**src/core/pdm_mic_pkg.sv**
```systemverilog
package pdm_mic_pkg;

	// ***************************************************************
	// Register offsets (byte addresses)
	// ***************************************************************
	localparam logic [11:0] OFF_TASK_START    = 12'h000;
	localparam logic [11:0] OFF_TASK_STOP     = 12'h004;
	localparam logic [11:0] OFF_INTEN         = 12'h300;
	localparam logic [11:0] OFF_INTEN_SET     = 12'h304;
	localparam logic [11:0] OFF_INTEN_CLR     = 12'h308;
	localparam logic [11:0] OFF_EVT_STATUS    = 12'h30c;
	localparam logic [11:0] OFF_ENABLE        = 12'h500;
	localparam logic [11:0] OFF_CLKCTRL       = 12'h504;
	localparam logic [11:0] OFF_ROUTING       = 12'h508;
	localparam logic [11:0] OFF_GAIN_LEFT     = 12'h518;
	localparam logic [11:0] OFF_GAIN_RIGHT    = 12'h51c;
	localparam logic [11:0] OFF_RATIO         = 12'h520;
	localparam logic [11:0] OFF_CLK_PIN       = 12'h540;
	localparam logic [11:0] OFF_DATA_PIN      = 12'h544;
	localparam logic [11:0] OFF_MCLK          = 12'h54c;
	localparam logic [11:0] OFF_SAMPLE_BUFFER_POINTER    = 12'h560;
	localparam logic [11:0] OFF_SAMPLE_COUNT  = 12'h564;

	// ***************************************************************
	// Field positions and codes
	// ***************************************************************
	localparam int NUM_EVT          = 3;
	localparam int EVT_STARTED      = 0;
	localparam int EVT_HALTED       = 1;
	localparam int EVT_FULL         = 2;
	localparam int PIN_CONNECT_BIT  = 31;
	localparam int GAIN_W           = 7;
	localparam logic [6:0] LOWEST_GAIN_CODE  = 7'h00;
	localparam logic [6:0] UNITY_GAIN_CODE   = 7'h28;
	localparam logic [6:0] HIGHEST_GAIN_CODE = 7'h50;
	// Linear scale chosen so that a full-density window at unity gain
	// lands just inside the 16-bit range for the longest ratio
	localparam logic [3:0] GAIN_SCALE        = 4'ha;
	localparam logic [6:0] RATIO_LOW_COUNT   = 7'h40;
	localparam logic [6:0] RATIO_HIGH_COUNT  = 7'h50;

	// ***************************************************************
	// Reset values and limits
	// ***************************************************************
	localparam logic [7:0]  CLKDIV_RESET     = 8'h0b;
	localparam logic [7:0]  CLKDIV_MIN       = 8'h01;
	localparam logic [31:0] PIN_SEL_RESET    = 32'hffffffff;
	localparam logic [31:0] MCLK_RESET       = 32'h00000000;

	// ***************************************************************
	// Types
	// ***************************************************************
	typedef struct packed {
		logic left_on_rising;
		logic mono;
	} routing_t;

	typedef struct packed {
		logic [15:0] upper;
		logic [15:0] lower;
	} ram_word_t;

	typedef enum logic [1:0] {
		ST_IDLE,
		ST_RUN,
		ST_STOPPING
	} xfer_state_t;

endpackage

```
**src/core/pdm_mic_interface_regs.sv**
```systemverilog
`timescale 1ns/1ps

module pdm_mic_interface_regs #(
	parameter int COUNT_W = 16
) (
	input  wire logic        sys_clk,
	input  wire logic        nrst,
	input  wire logic        psel,
	input  wire logic        penable,
	input  wire logic        pwrite,
	input  wire logic [11:0] paddr,
	input  wire logic [31:0] pwdata,
	output logic      [31:0] prdata,
	output logic             pready,
	output logic             pslverr,
	output logic             irq,
	input  wire logic        pdm_din,
	output logic             pdm_clk_out,
	output logic      [31:0] clk_pin_route,
	output logic      [31:0] data_pin_route,
	output logic      [31:0] mclk_setup,
	output logic             dma_wr_en,
	output logic      [31:0] dma_addr,
	output logic      [31:0] dma_data
);

	// ***************************************************************
	// Register storage
	// ***************************************************************
	logic [pdm_mic_pkg::NUM_EVT-1:0] inten_reg;
	logic [pdm_mic_pkg::NUM_EVT-1:0] status_reg;
	logic [pdm_mic_pkg::NUM_EVT-1:0] evt_pulse_reg;
	logic                            enable_reg;
	logic [7:0]                      clkdiv_reg;
	pdm_mic_pkg::routing_t           routing_reg;
	logic [6:0]                      gain_left_reg;
	logic [6:0]                      gain_right_reg;
	logic                            ratio_reg;
	logic [31:0]                     clk_pin_reg;
	logic [31:0]                     data_pin_reg;
	logic [31:0]                     mclk_reg;
	logic [31:0]                     ptr_reg;
	logic [COUNT_W-1:0]              count_reg;
	logic                            start_req_reg;
	logic                            stop_req_reg;

	logic [31:0] prdata_reg;
	logic        pready_reg;
	logic        pslverr_reg;
	logic        irq_reg;

	logic [31:0] rd_next;
	logic        hit_next;
	logic        wr_do;
	logic [6:0]  gain_wr;

	assign prdata  = prdata_reg;
	assign pready  = pready_reg;
	assign pslverr = pslverr_reg;
	assign irq     = irq_reg;
	assign clk_pin_route  = clk_pin_reg;
	assign data_pin_route = data_pin_reg;
	assign mclk_setup     = mclk_reg;

	assign wr_do = psel & penable & pready_reg & pwrite;
	// clamp gain codes
	// Codes above the top step are held at the top step
	assign gain_wr = (pwdata[6:0] > pdm_mic_pkg::HIGHEST_GAIN_CODE) ?
		pdm_mic_pkg::HIGHEST_GAIN_CODE : pwdata[6:0];

	// ***************************************************************
	// APB read decode
	// ***************************************************************
	always_comb begin
		rd_next  = 32'h00000000;
		hit_next = 1'b1;
		case (paddr)
			pdm_mic_pkg::OFF_TASK_START,
			pdm_mic_pkg::OFF_TASK_STOP: rd_next = 32'h00000000;
			pdm_mic_pkg::OFF_INTEN,
			pdm_mic_pkg::OFF_INTEN_SET,
			pdm_mic_pkg::OFF_INTEN_CLR: rd_next = {29'h0, inten_reg};
			pdm_mic_pkg::OFF_EVT_STATUS: rd_next = {29'h0, status_reg};
			pdm_mic_pkg::OFF_ENABLE: rd_next = {31'h0, enable_reg};
			pdm_mic_pkg::OFF_CLKCTRL: rd_next = {24'h0, clkdiv_reg};
			pdm_mic_pkg::OFF_ROUTING: rd_next = {30'h0, routing_reg};
			pdm_mic_pkg::OFF_GAIN_LEFT: rd_next = {25'h0, gain_left_reg};
			pdm_mic_pkg::OFF_GAIN_RIGHT: rd_next = {25'h0, gain_right_reg};
			pdm_mic_pkg::OFF_RATIO: rd_next = {31'h0, ratio_reg};
			pdm_mic_pkg::OFF_CLK_PIN: rd_next = clk_pin_reg;
			pdm_mic_pkg::OFF_DATA_PIN: rd_next = data_pin_reg;
			pdm_mic_pkg::OFF_MCLK: rd_next = mclk_reg;
			pdm_mic_pkg::OFF_SAMPLE_BUFFER_POINTER: rd_next = ptr_reg;
			pdm_mic_pkg::OFF_SAMPLE_COUNT: rd_next = 32'(count_reg);
			default: hit_next = 1'b0;
		endcase
	end

	// Answer prepared in the setup cycle, so no access has a wait state
	always_ff @(posedge sys_clk or negedge nrst) begin
		if (!nrst) begin
			prdata_reg  <= 32'h00000000;
			pready_reg  <= 1'b0;
			pslverr_reg <= 1'b0;
		end else if (psel && !penable) begin
			prdata_reg  <= pwrite ? 32'h00000000 : rd_next;
			pready_reg  <= 1'b1;
			pslverr_reg <= ~hit_next;
		end else begin
			pready_reg  <= 1'b0;
			pslverr_reg <= 1'b0;
		end
	end

	// ***************************************************************
	// Configuration registers
	// ***************************************************************
	always_ff @(posedge sys_clk or negedge nrst) begin
		if (!nrst) begin
			enable_reg     <= 1'b0;
			clkdiv_reg     <= pdm_mic_pkg::CLKDIV_RESET;
			routing_reg    <= '0;
			gain_left_reg  <= pdm_mic_pkg::UNITY_GAIN_CODE;
			gain_right_reg <= pdm_mic_pkg::UNITY_GAIN_CODE;
			ratio_reg      <= 1'b0;
			clk_pin_reg    <= pdm_mic_pkg::PIN_SEL_RESET;
			data_pin_reg   <= pdm_mic_pkg::PIN_SEL_RESET;
			mclk_reg       <= pdm_mic_pkg::MCLK_RESET;
			ptr_reg        <= 32'h00000000;
			count_reg      <= '0;
		end else if (wr_do) begin
			case (paddr)
				pdm_mic_pkg::OFF_ENABLE: enable_reg <= pwdata[0];
				pdm_mic_pkg::OFF_CLKCTRL: clkdiv_reg <=
					(pwdata[7:0] < pdm_mic_pkg::CLKDIV_MIN) ?
					pdm_mic_pkg::CLKDIV_MIN : pwdata[7:0];
				pdm_mic_pkg::OFF_ROUTING: routing_reg <= pwdata[1:0];
				pdm_mic_pkg::OFF_GAIN_LEFT: gain_left_reg <= gain_wr;
				pdm_mic_pkg::OFF_GAIN_RIGHT: gain_right_reg <= gain_wr;
				pdm_mic_pkg::OFF_RATIO: ratio_reg <= pwdata[0];
				pdm_mic_pkg::OFF_CLK_PIN: clk_pin_reg <= pwdata;
				pdm_mic_pkg::OFF_DATA_PIN: data_pin_reg <= pwdata;
				pdm_mic_pkg::OFF_MCLK: mclk_reg <= pwdata;
				pdm_mic_pkg::OFF_SAMPLE_BUFFER_POINTER: ptr_reg <= pwdata;
				pdm_mic_pkg::OFF_SAMPLE_COUNT: count_reg <= pwdata[COUNT_W-1:0];
				default: ;
			endcase
		end
	end

	// ***************************************************************
	// Interrupt enables, event status, interrupt line
	// ***************************************************************
	always_ff @(posedge sys_clk or negedge nrst) begin
		if (!nrst) begin
			inten_reg <= '0;
		end else if (wr_do && paddr == pdm_mic_pkg::OFF_INTEN) begin
			inten_reg <= pwdata[pdm_mic_pkg::NUM_EVT-1:0];
		end else if (wr_do && paddr == pdm_mic_pkg::OFF_INTEN_SET) begin
			inten_reg <= inten_reg | pwdata[pdm_mic_pkg::NUM_EVT-1:0];
		end else if (wr_do && paddr == pdm_mic_pkg::OFF_INTEN_CLR) begin
			inten_reg <= inten_reg & ~pwdata[pdm_mic_pkg::NUM_EVT-1:0];
		end
	end

	// A new event in the clearing cycle keeps its bit set
	always_ff @(posedge sys_clk or negedge nrst) begin
		if (!nrst) begin
			status_reg <= '0;
		end else if (wr_do && paddr == pdm_mic_pkg::OFF_EVT_STATUS) begin
			status_reg <= (status_reg & ~pwdata[pdm_mic_pkg::NUM_EVT-1:0])
				| evt_pulse_reg;
		end else begin
			status_reg <= status_reg | evt_pulse_reg;
		end
	end

	always_ff @(posedge sys_clk or negedge nrst) begin
		if (!nrst) begin
			irq_reg <= 1'b0;
		end else begin
			irq_reg <= |(status_reg & inten_reg);
		end
	end

	// Task strobes, one cycle
	always_ff @(posedge sys_clk or negedge nrst) begin
		if (!nrst) begin
			start_req_reg <= 1'b0;
			stop_req_reg  <= 1'b0;
		end else begin
			start_req_reg <= wr_do && paddr == pdm_mic_pkg::OFF_TASK_START
				&& pwdata[0];
			stop_req_reg  <= wr_do && paddr == pdm_mic_pkg::OFF_TASK_STOP
				&& pwdata[0];
		end
	end

	// ***************************************************************
	// Microphone clock generator
	// ***************************************************************
	logic [7:0] div_cnt_reg;
	logic       pdm_clk_reg;
	logic       rise_evt;
	logic       fall_evt;
	logic       toggle;
	logic       run;

	assign run      = enable_reg;
	assign toggle   = run && div_cnt_reg >= clkdiv_reg;
	assign rise_evt = toggle && !pdm_clk_reg;
	assign fall_evt = toggle && pdm_clk_reg;
	assign pdm_clk_out = pdm_clk_reg;

	always_ff @(posedge sys_clk or negedge nrst) begin
		if (!nrst) begin
			div_cnt_reg <= 8'h00;
			pdm_clk_reg <= 1'b0;
		end else if (!run) begin
			div_cnt_reg <= 8'h00;
			pdm_clk_reg <= 1'b0;
		end else if (toggle) begin
			div_cnt_reg <= 8'h00;
			pdm_clk_reg <= ~pdm_clk_reg;
		end else begin
			div_cnt_reg <= div_cnt_reg + 8'h01;
		end
	end

	// Data pin is asynchronous to sys_clk
	logic din_meta_reg;
	logic din_sync_reg;

	always_ff @(posedge sys_clk or negedge nrst) begin
		if (!nrst) begin
			din_meta_reg <= 1'b0;
			din_sync_reg <= 1'b0;
		end else begin
			din_meta_reg <= pdm_din;
			din_sync_reg <= din_meta_reg;
		end
	end

	// ***************************************************************
	// Density accumulation per window
	// ***************************************************************
	logic [6:0] bit_cnt_reg;
	logic [6:0] ones_left_reg;
	logic [6:0] ones_right_reg;
	logic       win_done_reg;
	logic [6:0] win_len;
	logic       left_evt;
	logic       right_evt;

	assign win_len = ratio_reg ? pdm_mic_pkg::RATIO_HIGH_COUNT :
		pdm_mic_pkg::RATIO_LOW_COUNT;
	assign left_evt  = routing_reg.left_on_rising ? rise_evt : fall_evt;
	assign right_evt = routing_reg.left_on_rising ? fall_evt : rise_evt;

	always_ff @(posedge sys_clk or negedge nrst) begin
		if (!nrst) begin
			bit_cnt_reg    <= 7'h00;
			ones_left_reg  <= 7'h00;
			ones_right_reg <= 7'h00;
			win_done_reg   <= 1'b0;
		end else if (!run || win_done_reg) begin
			bit_cnt_reg    <= 7'h00;
			ones_left_reg  <= 7'h00;
			ones_right_reg <= 7'h00;
			win_done_reg   <= 1'b0;
		end else begin
			if (left_evt && din_sync_reg) begin
				ones_left_reg <= ones_left_reg + 7'h01;
			end
			if (right_evt && din_sync_reg) begin
				ones_right_reg <= ones_right_reg + 7'h01;
			end
			// Window closes after the right-channel edge of its last bit
			if (right_evt) begin
				bit_cnt_reg  <= bit_cnt_reg + 7'h01;
				win_done_reg <= bit_cnt_reg == win_len - 7'h01;
			end
		end
	end

	// Density times linear gain, saturated to 16 bits. Gain steps are
	// linear here, not true half-decibel steps; kept cheap on purpose.
	function automatic logic [15:0] scale(input logic [6:0] ones,
			input logic [6:0] len, input logic [6:0] gain);
		logic signed [8:0]  dens;
		logic signed [31:0] prod;
		dens = $signed({1'b0, ones, 1'b0}) - $signed({2'b00, len});
		prod = 32'(dens) * $signed({25'h0, gain})
			* $signed({28'h0, pdm_mic_pkg::GAIN_SCALE});
		if (prod > 32'sd32767) begin
			scale = 16'h7fff;
		end else if (prod < -32'sd32768) begin
			scale = 16'h8000;
		end else begin
			scale = prod[15:0];
		end
	endfunction

	logic [15:0] left_sample;
	logic [15:0] right_sample;

	assign left_sample  = scale(ones_left_reg, win_len, gain_left_reg);
	assign right_sample = scale(ones_right_reg, win_len, gain_right_reg);

	// ***************************************************************
	// Transfer control and RAM writer
	// ***************************************************************
	pdm_mic_pkg::xfer_state_t state_reg;
	logic [31:0]        wr_ptr_reg;
	logic [COUNT_W-1:0] done_reg;
	logic [15:0]        held_reg;
	logic               have_half_reg;
	logic               dma_wr_en_reg;
	logic [31:0]        dma_addr_reg;
	pdm_mic_pkg::ram_word_t dma_data_reg;
	logic               word_ready;
	pdm_mic_pkg::ram_word_t word_next;
	logic               buf_last;

	assign dma_wr_en = dma_wr_en_reg;
	assign dma_addr  = dma_addr_reg;
	assign dma_data  = dma_data_reg;

	always_comb begin
		word_ready = 1'b0;
		word_next  = '0;
		if (win_done_reg && state_reg != pdm_mic_pkg::ST_IDLE) begin
			if (!routing_reg.mono) begin
				word_ready = 1'b1;
				word_next  = {right_sample, left_sample};
			end else if (have_half_reg) begin
				word_ready = 1'b1;
				word_next  = {left_sample, held_reg};
			end
		end
	end

	assign buf_last = done_reg + COUNT_W'(2) >= count_reg;

	always_ff @(posedge sys_clk or negedge nrst) begin
		if (!nrst) begin
			have_half_reg <= 1'b0;
			held_reg      <= 16'h0000;
		end else if (state_reg == pdm_mic_pkg::ST_IDLE || !routing_reg.mono) begin
			have_half_reg <= 1'b0;
		end else if (win_done_reg) begin
			have_half_reg <= ~have_half_reg;
			held_reg      <= left_sample;
		end
	end

	always_ff @(posedge sys_clk or negedge nrst) begin
		if (!nrst) begin
			state_reg     <= pdm_mic_pkg::ST_IDLE;
			wr_ptr_reg    <= 32'h00000000;
			done_reg      <= '0;
			dma_wr_en_reg <= 1'b0;
			dma_addr_reg  <= 32'h00000000;
			dma_data_reg  <= '0;
			evt_pulse_reg <= '0;
		end else begin
			dma_wr_en_reg <= 1'b0;
			evt_pulse_reg <= '0;
			case (state_reg)
				pdm_mic_pkg::ST_IDLE: begin
					if (start_req_reg && enable_reg) begin
						wr_ptr_reg <= ptr_reg;
						done_reg   <= '0;
						state_reg  <= pdm_mic_pkg::ST_RUN;
						evt_pulse_reg[pdm_mic_pkg::EVT_STARTED] <= 1'b1;
					end
				end
				pdm_mic_pkg::ST_RUN,
				pdm_mic_pkg::ST_STOPPING: begin
					if (stop_req_reg) begin
						state_reg <= pdm_mic_pkg::ST_STOPPING;
					end
					if (!enable_reg) begin
						state_reg <= pdm_mic_pkg::ST_IDLE;
					end else if (word_ready) begin
						dma_wr_en_reg <= 1'b1;
						dma_addr_reg  <= wr_ptr_reg;
						dma_data_reg  <= word_next;
						wr_ptr_reg    <= wr_ptr_reg + 32'h00000004;
						done_reg      <= done_reg + COUNT_W'(2);
						if (state_reg == pdm_mic_pkg::ST_STOPPING) begin
							evt_pulse_reg[pdm_mic_pkg::EVT_FULL]   <= 1'b1;
							evt_pulse_reg[pdm_mic_pkg::EVT_HALTED] <= 1'b1;
							state_reg <= pdm_mic_pkg::ST_IDLE;
						end else if (buf_last) begin
							evt_pulse_reg[pdm_mic_pkg::EVT_FULL] <= 1'b1;
							evt_pulse_reg[pdm_mic_pkg::EVT_STARTED] <= 1'b1;
							wr_ptr_reg <= ptr_reg;
							done_reg   <= '0;
						end
					end
				end
				default: state_reg <= pdm_mic_pkg::ST_IDLE;
			endcase
		end
	end

endmodule // pdm_mic_interface_regs

```
**config.mk**
```make
export PLATFORM = sky130hd
export DESIGN_NAME = pdm_mic_interface_regs
export DESIGN_NICKNAME = d
export VERILOG_FILES = /design/src/core/pdm_mic_pkg.sv /design/src/core/pdm_mic_interface_regs.sv
export SDC_FILE = /design/constraint.sdc
export NUM_CORES = 1
export LEC_CHECK = 0
export BUFFER_PORTS_ARGS = -buffer_cell sky130_fd_sc_hd__buf_2
export CAP_MARGIN = 10
export CORE_ASPECT_RATIO = 1.5
export CORE_MARGIN = 2
export CORE_UTILIZATION = 35
export CTS_BUF_LIST = sky130_fd_sc_hd__clkbuf_4 sky130_fd_sc_hd__clkbuf_8
export CTS_CLUSTER_DIAMETER = 30
export DETAILED_ROUTE_END_ITERATION = 8
export PLACE_DENSITY_LB_ADDON = 0.05
export SYNTH_ARGS = -nofsm -noshare
export SYNTH_HDL_FRONTEND = slang
export SYNTH_SLANG_ARGS = --single-unit
```
**constraint.sdc**
```tcl
create_clock -name sys_clk -period 9.55 [get_ports sys_clk]
set_input_delay 0.4775 -clock sys_clk [delete_from_list [all_inputs] [get_ports sys_clk]]
set_output_delay 0.4775 -clock sys_clk [all_outputs]
set_load 0.01 [all_outputs]
```
==> metrics.md, run 1 <==
| Metric | Value |
|---|---|
| Status | `finished, final reports clean` |
| Startpoint types | `flop` |
| Setup Skew | `43.36 ps` |
| Share of flip-flops with an asynchronous set or reset | `100.0%` |
| GR Overflow Total | `0` |
| Period utilization | `between 80% and 90%` |
| CP peak stage delay | `530 ps` |
| Initial Util | `35.34%` |
| Pin count of the biggest net entering global routing | `~150` |
| CTS buffer count | `between 80 and 90` |
| Total negative slack | `0 ps` |
| WL/cell | `between 20 and 25 µm` |
| Crit Path Max Fanout | `11` |
| Post-Synthesis Cells | `between 2000 and 2500` |
| Hold depth | `3` |
| R2R Path Start | `ones_left_reg[3]$_DFFE_PN0P_` |
| Cell Area, Synth | `approximately 24000 µm²` |
| Setup CP Type | `reg -> reg` |
| Peak Freq | `roughly 120 MHz` |
| Synth unique cells | `82` |
| Layout area overhead | `20.22%` |
| Max H-tree Level | `3` |
| Worst Hold Class | `in -> reg` |
| Final nets | `approximately 3000` |
| Int Power | `around 3.4 mW` |
| # rows | `118` |
| Die ar. | `between 70000 and 80000 µm²` |
| Clock Latency Late Sink | `740 ps` |
| Leakage | `14.87 nW` |
| Worst reg2reg path depth | `28` |
| Arrival time worst endpoint | `9140 ps` |
| Vias | `just under 20000` |
| Root buffer cell | `clkbuf_8` |
| First DRT Iteration DRCs | `1246` |
| Syn Nets | `approximately 2800` |
| Fin area | `29300 µm²` |
| Ports | `between 200 and 250` |
| Clk sinks | `around 380` |
| GRT Total Usage | `22.79%` |
| Crit. End Element | `flop` |
| TritonCTS clock tree | `built` |
| Sw Share | `a little over a fifth` |
| First-pass GRT wire length | `123800 µm` |
| Worst Max-Slew Pin Slew | `1061 ps` |
| FILL cells | `around 6800` |
| Power density over the cells | `about 150 nW/µm²` |
| Share of layout cells above drive strength 1 | `approximately a quarter` |
| Ys Warns | `0` |
| Core Area | `between 60000 and 70000 µm²` |
| Reg-to-reg endpoint | `held_reg[11]$_DFFE_PN0P_` |
| GP Congestion | `roughly 0.82` |
| Most common cell after layout, fill and taps aside | `nand2_1` |
| Die width | `around 220 µm` |
| Unrepaired setup endpoints after global routing | `false` |
| Clk slew on worst S/H paths | `about 50 ps` |
| Antenna violations before repair | `4` |
| Drt pass-1 iters | `6` |
| Final ANT Viol Nets | `0` |
| Vias/cell | `5.223` |
| Seq pwr share | `between 30% and 40%` |
| Syn_area_per_cell | `approximately 10 µm²` |
| Commonest non-fill, non-tap cells in the layout | `327 x nand2_1, 306 x dfrtp_1, 245 x buf_2` |
| Slowest stage cell, crit path | `xnor2_1` |
| Combinational fraction of design power | `roughly 2%` |
| Placed instance area | `around 27000 µm²` |
| Prevailing post-synth register cell | `dfrtp_1` |
| Headroom to the max-slew limit | `just under 30%` |
| Final wirelength | `80410 µm` |
| Post-synth EDFFs | `0` |
| Yosys reg bits | `377` |
| DRC violations left | `0` |
| Hpwl dp | `58080 µm` |
| Hold_sp | `pwdata[14]` |
| Clock power frac | `around three fifths` |
| # Max-Cap Violations | `0` |
| Vias in the first global route | `20802` |
| Maximum VDD drop | `about 0.13 mV` |
| Post-route minimum period | `8492 ps` |
| Count of final hold-check violations | `0` |
| Sequential area share after synthesis | `approximately two fifths` |
| Port Buffer Count | `246` |
| Pins Over Slew Limit | `0` |
| P_sw | `around 0.96 mW` |
| Clock Path Buffers | `3` |
| Die height | `327.2 µm` |
| Final Setup Violations | `0` |
| Hold Crit Endpoint | `count_reg[14]$_DFFE_PN0P_` |
| WP data required | `roughly 10000 ps` |
| Setup slack, reg-to-reg | `around 1100 ps` |
| Worst path most repeated cell | `ha_1` |
cells by family (layout without fill, tap and decap cells):
| logic type | after synthesis | count (layout) | synth area share (%) |
|---|---|---|---|
| flip-flops | 377 | 377 | 39.08 |
| XOR/XNOR | 103 | 103 | 3.825 |
| AND/OR/NAND/NOR | 753 | 753 | 14.72 |
| other | 0 | 1 | 0 |
| buffers and inverters | 343 | 694 | 5.509 |
| multiplexers | 167 | 167 | 7.629 |
| adder cells (fa/ha/maj) | 254 | 254 | 15.88 |
| AO/OA/AOI/OAI | 487 | 487 | 13.36 |
final cells by class:
type                    instances  area, µm²  area share, %
multi-input cells            1764      13570          46.31
flip-flops and latches        377       9523          32.50
repair buffers                295       1694          5.783
clock buffers                 114       1494          5.099
well taps                     900       1126          3.844
clock inverters                53       1020          3.481
inverters                     232      870.8          2.972
diodes                          1      2.502       0.008542
worst max-delay path: cells and delay by family (launching register included):
family	cells	cell delay, ps
xor gates and xnor gates	2	920
muxes	1	150
and+or+nand+nor	3	560
adders and majority gates	9	3150
buffers and inverters	3	460
AOI/OAI and AO/OA	10	2770
DFF	1	400
through the flow:
step	power, mW	util (%)	instances	setup WS, ps	hold slack (ps)
final	4.360	42.49	3736	1058	69.91
after global routing	4.501	42.49	3736	339.5	33.85
after CTS	4.425	42.49	3735	1045	1.613
after detailed placement	1.711	38.49	3544	1099	345.5
after global placement	1.710	38.49	3544	1172	336.0
after floorplan	1.646	-	2484	2189	181.9
synth_stat cells (13+ instances only):
cell,n,share of area [%]
mux2_2,150,6.9
dfstp_2,71,7.7
dfrtp_1,306,31
fa_1,92,7.6
buf_2,17,0.35
xor2_1,43,1.5
nor2b_1,26,0.67
clkbuf_1,76,1.2
nand2_1,328,5.1
inv_1,231,3.6
nor4_1,13,0.33
a21o_1,37,1.1
a221oi_1,16,0.58
xnor2_1,57,2.0
nand4_1,16,0.41
o21ai_0,94,1.9
nor3_1,36,0.74
o21ai_1,34,0.70
ha_1,162,8.3
a21boi_0,14,0.43
nand2b_1,26,0.67
a22o_1,15,0.54
and3_1,25,0.64
a21oi_1,114,2.3
nand3_1,68,1.4
nor2_1,106,1.6
mux2i_1,17,0.70
a22oi_1,17,0.52
a222oi_1,24,0.99
o211ai_1,18,0.55
and2_1,66,1.7
timing repair:
item,4_1_cts,5_1_grt
buffers inserted,0,0
hold buffers,24,0
endpoints found under the hold margin,164,0
resized for setup,0,0
how the worst max path moves through the flow:
stage | depth (start not counted) | end | startpoint | slack (ps)
6_report | 28 | held_reg[11]$_DFFE_PN0P_ | ones_left_reg[3]$_DFFE_PN0P_ | 1060
5_1_grt | 31 | dma_data[2]$_DFFE_PN0P_ | ones_left_reg[3]$_DFFE_PN0P_ | 340
4_1_cts | 28 | held_reg[8]$_DFFE_PN0P_ | ones_left_reg[3]$_DFFE_PN0P_ | 1050
3_5_place_dp | 30 | dma_data[27]$_DFFE_PN0P_ | ratio_reg$_DFFE_PN0P_ | 1100
3_3_place_gp | 30 | held_reg[6]$_DFFE_PN0P_ | ratio_reg$_DFFE_PN0P_ | 1170
2_1_floorplan | 31 | dma_data[18]$_DFFE_PN0P_ | ones_left_reg[3]$_DFFE_PN0P_ | 2190
layer usage:
layer  vias to the layer above  GRT usage (%)  wire, µm
li1                       9150              -         -
met1                      9761          25.08     30390
met2                       477          41.26     42170
met3                       122          4.819      4300
met4                         2          10.91      3523
met5                         -              0        16
power groups by stage:
stage               registers, mW  logic (mW)  clock network (mW)
finish                       1.60      0.0862                2.67
global placement             1.63      0.0801                   0
CTS                          1.60      0.0891                2.73
global route                 1.60      0.0967                2.80
detailed placement           1.63      0.0813                   0
floorplan                    1.63      0.0160                   0
(Power assumes the default switching activity.)
==> inputs of run 2 (changes only) <==
CORE_ASPECT_RATIO = 0.6   (was 1.5)
CTS_CLUSTER_DIAMETER = 150   (was 30)
clock period = 8.1 ns   (was 9.55 ns; I/O delays follow)
==> metrics.md, run 2 (synthesized netlist as in run 1, its figures left out) <==
| Metric | Value |
|---|---|
| Reg-to-reg endpoint | `dma_data[30]$_DFFE_PN0P_` |
| Antenna violations before repair | `8 (+4)` |
| GP Congestion | `0.8419 (+2.7%)` |
| Arrival time worst endpoint | `8300 ps (-840 ps)` |
| Slowest stage cell, crit path | `fa_1` |
| Peak Freq | `129.1 MHz (+9.6%)` |
| Placed instance area | `26640 µm² (+0.39%)` |
| Vias in the first global route | `19369 (-6.9%)` |
| Fin util | `41.63% (-0.86 points)` |
| GRT Total Usage | `22.62% (-0.17 points)` |
| Final nets | `3053 (-0.33%)` |
| First-pass GRT wire length | `124000 µm (+0.16%)` |
| Period utilization | `95.66% (+6.7 points)` |
| Share of layout cells above drive strength 1 | `25.04% (+0.24 points)` |
| FILL cells | `6722 (-1.4%)` |
| Port Buffer Count | `246 (unchanged)` |
| Clk sinks | `377 (unchanged)` |
| Worst Max-Slew Pin Slew | `1148 ps (+87.77 ps)` |
| Setup CP Type | `reg -> reg` |
| Max H-tree Level | `3 (unchanged)` |
| CP peak stage delay | `530 ps (about the same)` |
| Die width | `344.7 µm (+57%)` |
| Worst reg2reg path depth | `32 (+14%)` |
| TritonCTS clock tree | `built` |
| Die height | `208.4 µm (-36%)` |
| Die ar. | `71820 µm² (about the same)` |
| Clock Latency Late Sink | `680 ps (-60 ps)` |
| Crit Path Max Fanout | `9 (-2)` |
| # rows | `74 (-37%)` |
| Fin area | `28490 µm² (-2.8%)` |
| Startpoint types | `flop` |
| Initial Util | `35.62% (+0.27 points)` |
| Final wirelength | `81470 µm (+1.3%)` |
| Critical path endpoint | `dma_data[30]$_DFFE_PN0P_` |
| Crit. End Element | `flop` |
| Count of final hold-check violations | `0 (unchanged)` |
| Root buffer cell | `clkbuf_8` |
| Hpwl dp | `60160 µm (+3.6%)` |
| DRC violations left | `0 (unchanged)` |
| Worst Hold Class | `in -> reg` |
| Final ANT Viol Nets | `0 (unchanged)` |
| First DRT Iteration DRCs | `1478 (+19%)` |
| Maximum VDD drop | `0.1019 mV (-22%)` |
| Clock Path Buffers | `3 (unchanged)` |
| CP Launch Point | `ratio_reg$_DFFE_PN0P_` |
| WP data required | `8650 ps (-1540 ps)` |
| Most common cell after layout, fill and taps aside | `nand2_1` |
| Reg area | `9524 µm² (about the same)` |
| CTS buffer count | `66 (-26%)` |
| Ports | `247 (unchanged)` |
| Setup Skew | `30.74 ps (-12.62 ps)` |
| Power density over the cells | `137.2 nW/µm² (-7.8%)` |
| Pins Over Slew Limit | `0 (unchanged)` |
| R2R Path Start | `ratio_reg$_DFFE_PN0P_` |
| Clk slew on worst S/H paths | `60 ps (about the same)` |
| Unrepaired setup endpoints after global routing | `true` |
| Layout area overhead | `16.90%` |
| Leakage | `14.42 nW (-3.0%)` |
| Setup slack, reg-to-reg | `350 ps (-710 ps)` |
| Post-route minimum period | `7749 ps (-743.5 ps)` |
| Headroom to the max-slew limit | `22.80% (-6.1 points)` |
| Vias/cell | `5.274 (+0.99%)` |
| # Max-Cap Violations | `0 (unchanged)` |
| Multi-input logic area | `13790 µm² (+1.6%)` |
| Pin count of the biggest net entering global routing | `143 (-3.4%)` |
| Commonest non-fill, non-tap cells in the layout | `326 x nand2_1, 305 x dfrtp_1, 245 x buf_2` |
| Drt pass-1 iters | `7 (+1)` |
| Final Setup Violations | `0 (unchanged)` |
| WL/cell | `21.94 µm (+1.9%)` |
| GR Overflow Total | `0 (unchanged)` |
| Core Area | `68420 µm² (-0.76%)` |
| Vias | `19583 (+0.36%)` |
| Status | `finished, final reports clean` |
==> run 2: power breakdown <==
part	switching (mW)	total (mW)	internal (mW)
Clock	0.879	1.92	1.04
Sequential	0.00155	1.89	1.89
Combinational	0.0794	0.104	0.0249
==> run 2: stage by stage <==
| step | setup WS [ps] | TNS (ps) | hold slack, ps | power (mW) | cells |
|---|---|---|---|---|---|
| 2_1_floorplan | 738.9 | 0 | 109.4 | 1.940 | 2484 |
| 3_3_place_gp | 146.5 | 0 | 334.8 | 2.017 | 3568 |
| 3_5_place_dp | -23.28 | -23.28 | 343.4 | 2.018 | 3568 |
| 4_1_cts | 18.62 | 0 | 1.291 | 3.958 | 3709 |
| 5_1_grt | -14.08 | -36.37 | 21.48 | 4.054 | 3712 |
| 6_report | 351.5 | 0 | 41.54 | 3.909 | 3713 |
==> run 2: final cells by class <==
class,count,share of cell area [%]
clock buffer,101,4.309
tap,912,4.006
antenna,1,0.008784
inverter,232,3.057
clock inverter,18,0.5710
sequential,377,33.43
timing repair buffer,307,6.215
multi-input combinational,1765,48.40
==> run 2: worst max-delay path, delay by kind of cell (launching register included) <==
| family | cells | cell delay [ps] |
|---|---|---|
| adders and majority gates | 9 | 3440 |
| AOI/OAI and AO/OA | 14 | 2610 |
| DFF | 1 | 430 |
| buffers and inverters | 5 | 420 |
| xor gates and xnor gates | 2 | 410 |
| and+or+nand+nor | 2 | 310 |
==> run 2: routing by layer <==
metal	routed length [µm]	GRT usage, %	up-vias
met1	43340	37.28	9829
met3	6012	5.135	89
met2	31050	29.20	557
met5	23	0	-
met4	1040	4.303	4
li1	-	-	9104
==> run 2: repair_timing <==
item                                   CTS  global route
cloned                                   0             1
endpoints found under the hold margin  145             0
setup buffers                            0             2
pin swaps                                0             6
setup endpoints to repair                1            43
gates resized for setup                  2            42
hold buffers                            22             0
==> run 2: worst min path at each step <==
stage | start | endpoint | depth (start not counted)
2_1_floorplan | nrst | bit_cnt_reg[0]$_DFFE_PN0P_ | 0
3_3_place_gp | din_meta_reg$_DFF_PN0_ | din_sync_reg$_DFF_PN0_ | 0
3_5_place_dp | din_meta_reg$_DFF_PN0_ | din_sync_reg$_DFF_PN0_ | 0
4_1_cts | pwdata[21] | ptr_reg[21]$_DFFE_PN0P_ | 2
5_1_grt | pwdata[14] | count_reg[14]$_DFFE_PN0P_ | 3
6_report | pwdata[14] | count_reg[14]$_DFFE_PN0P_ | 3
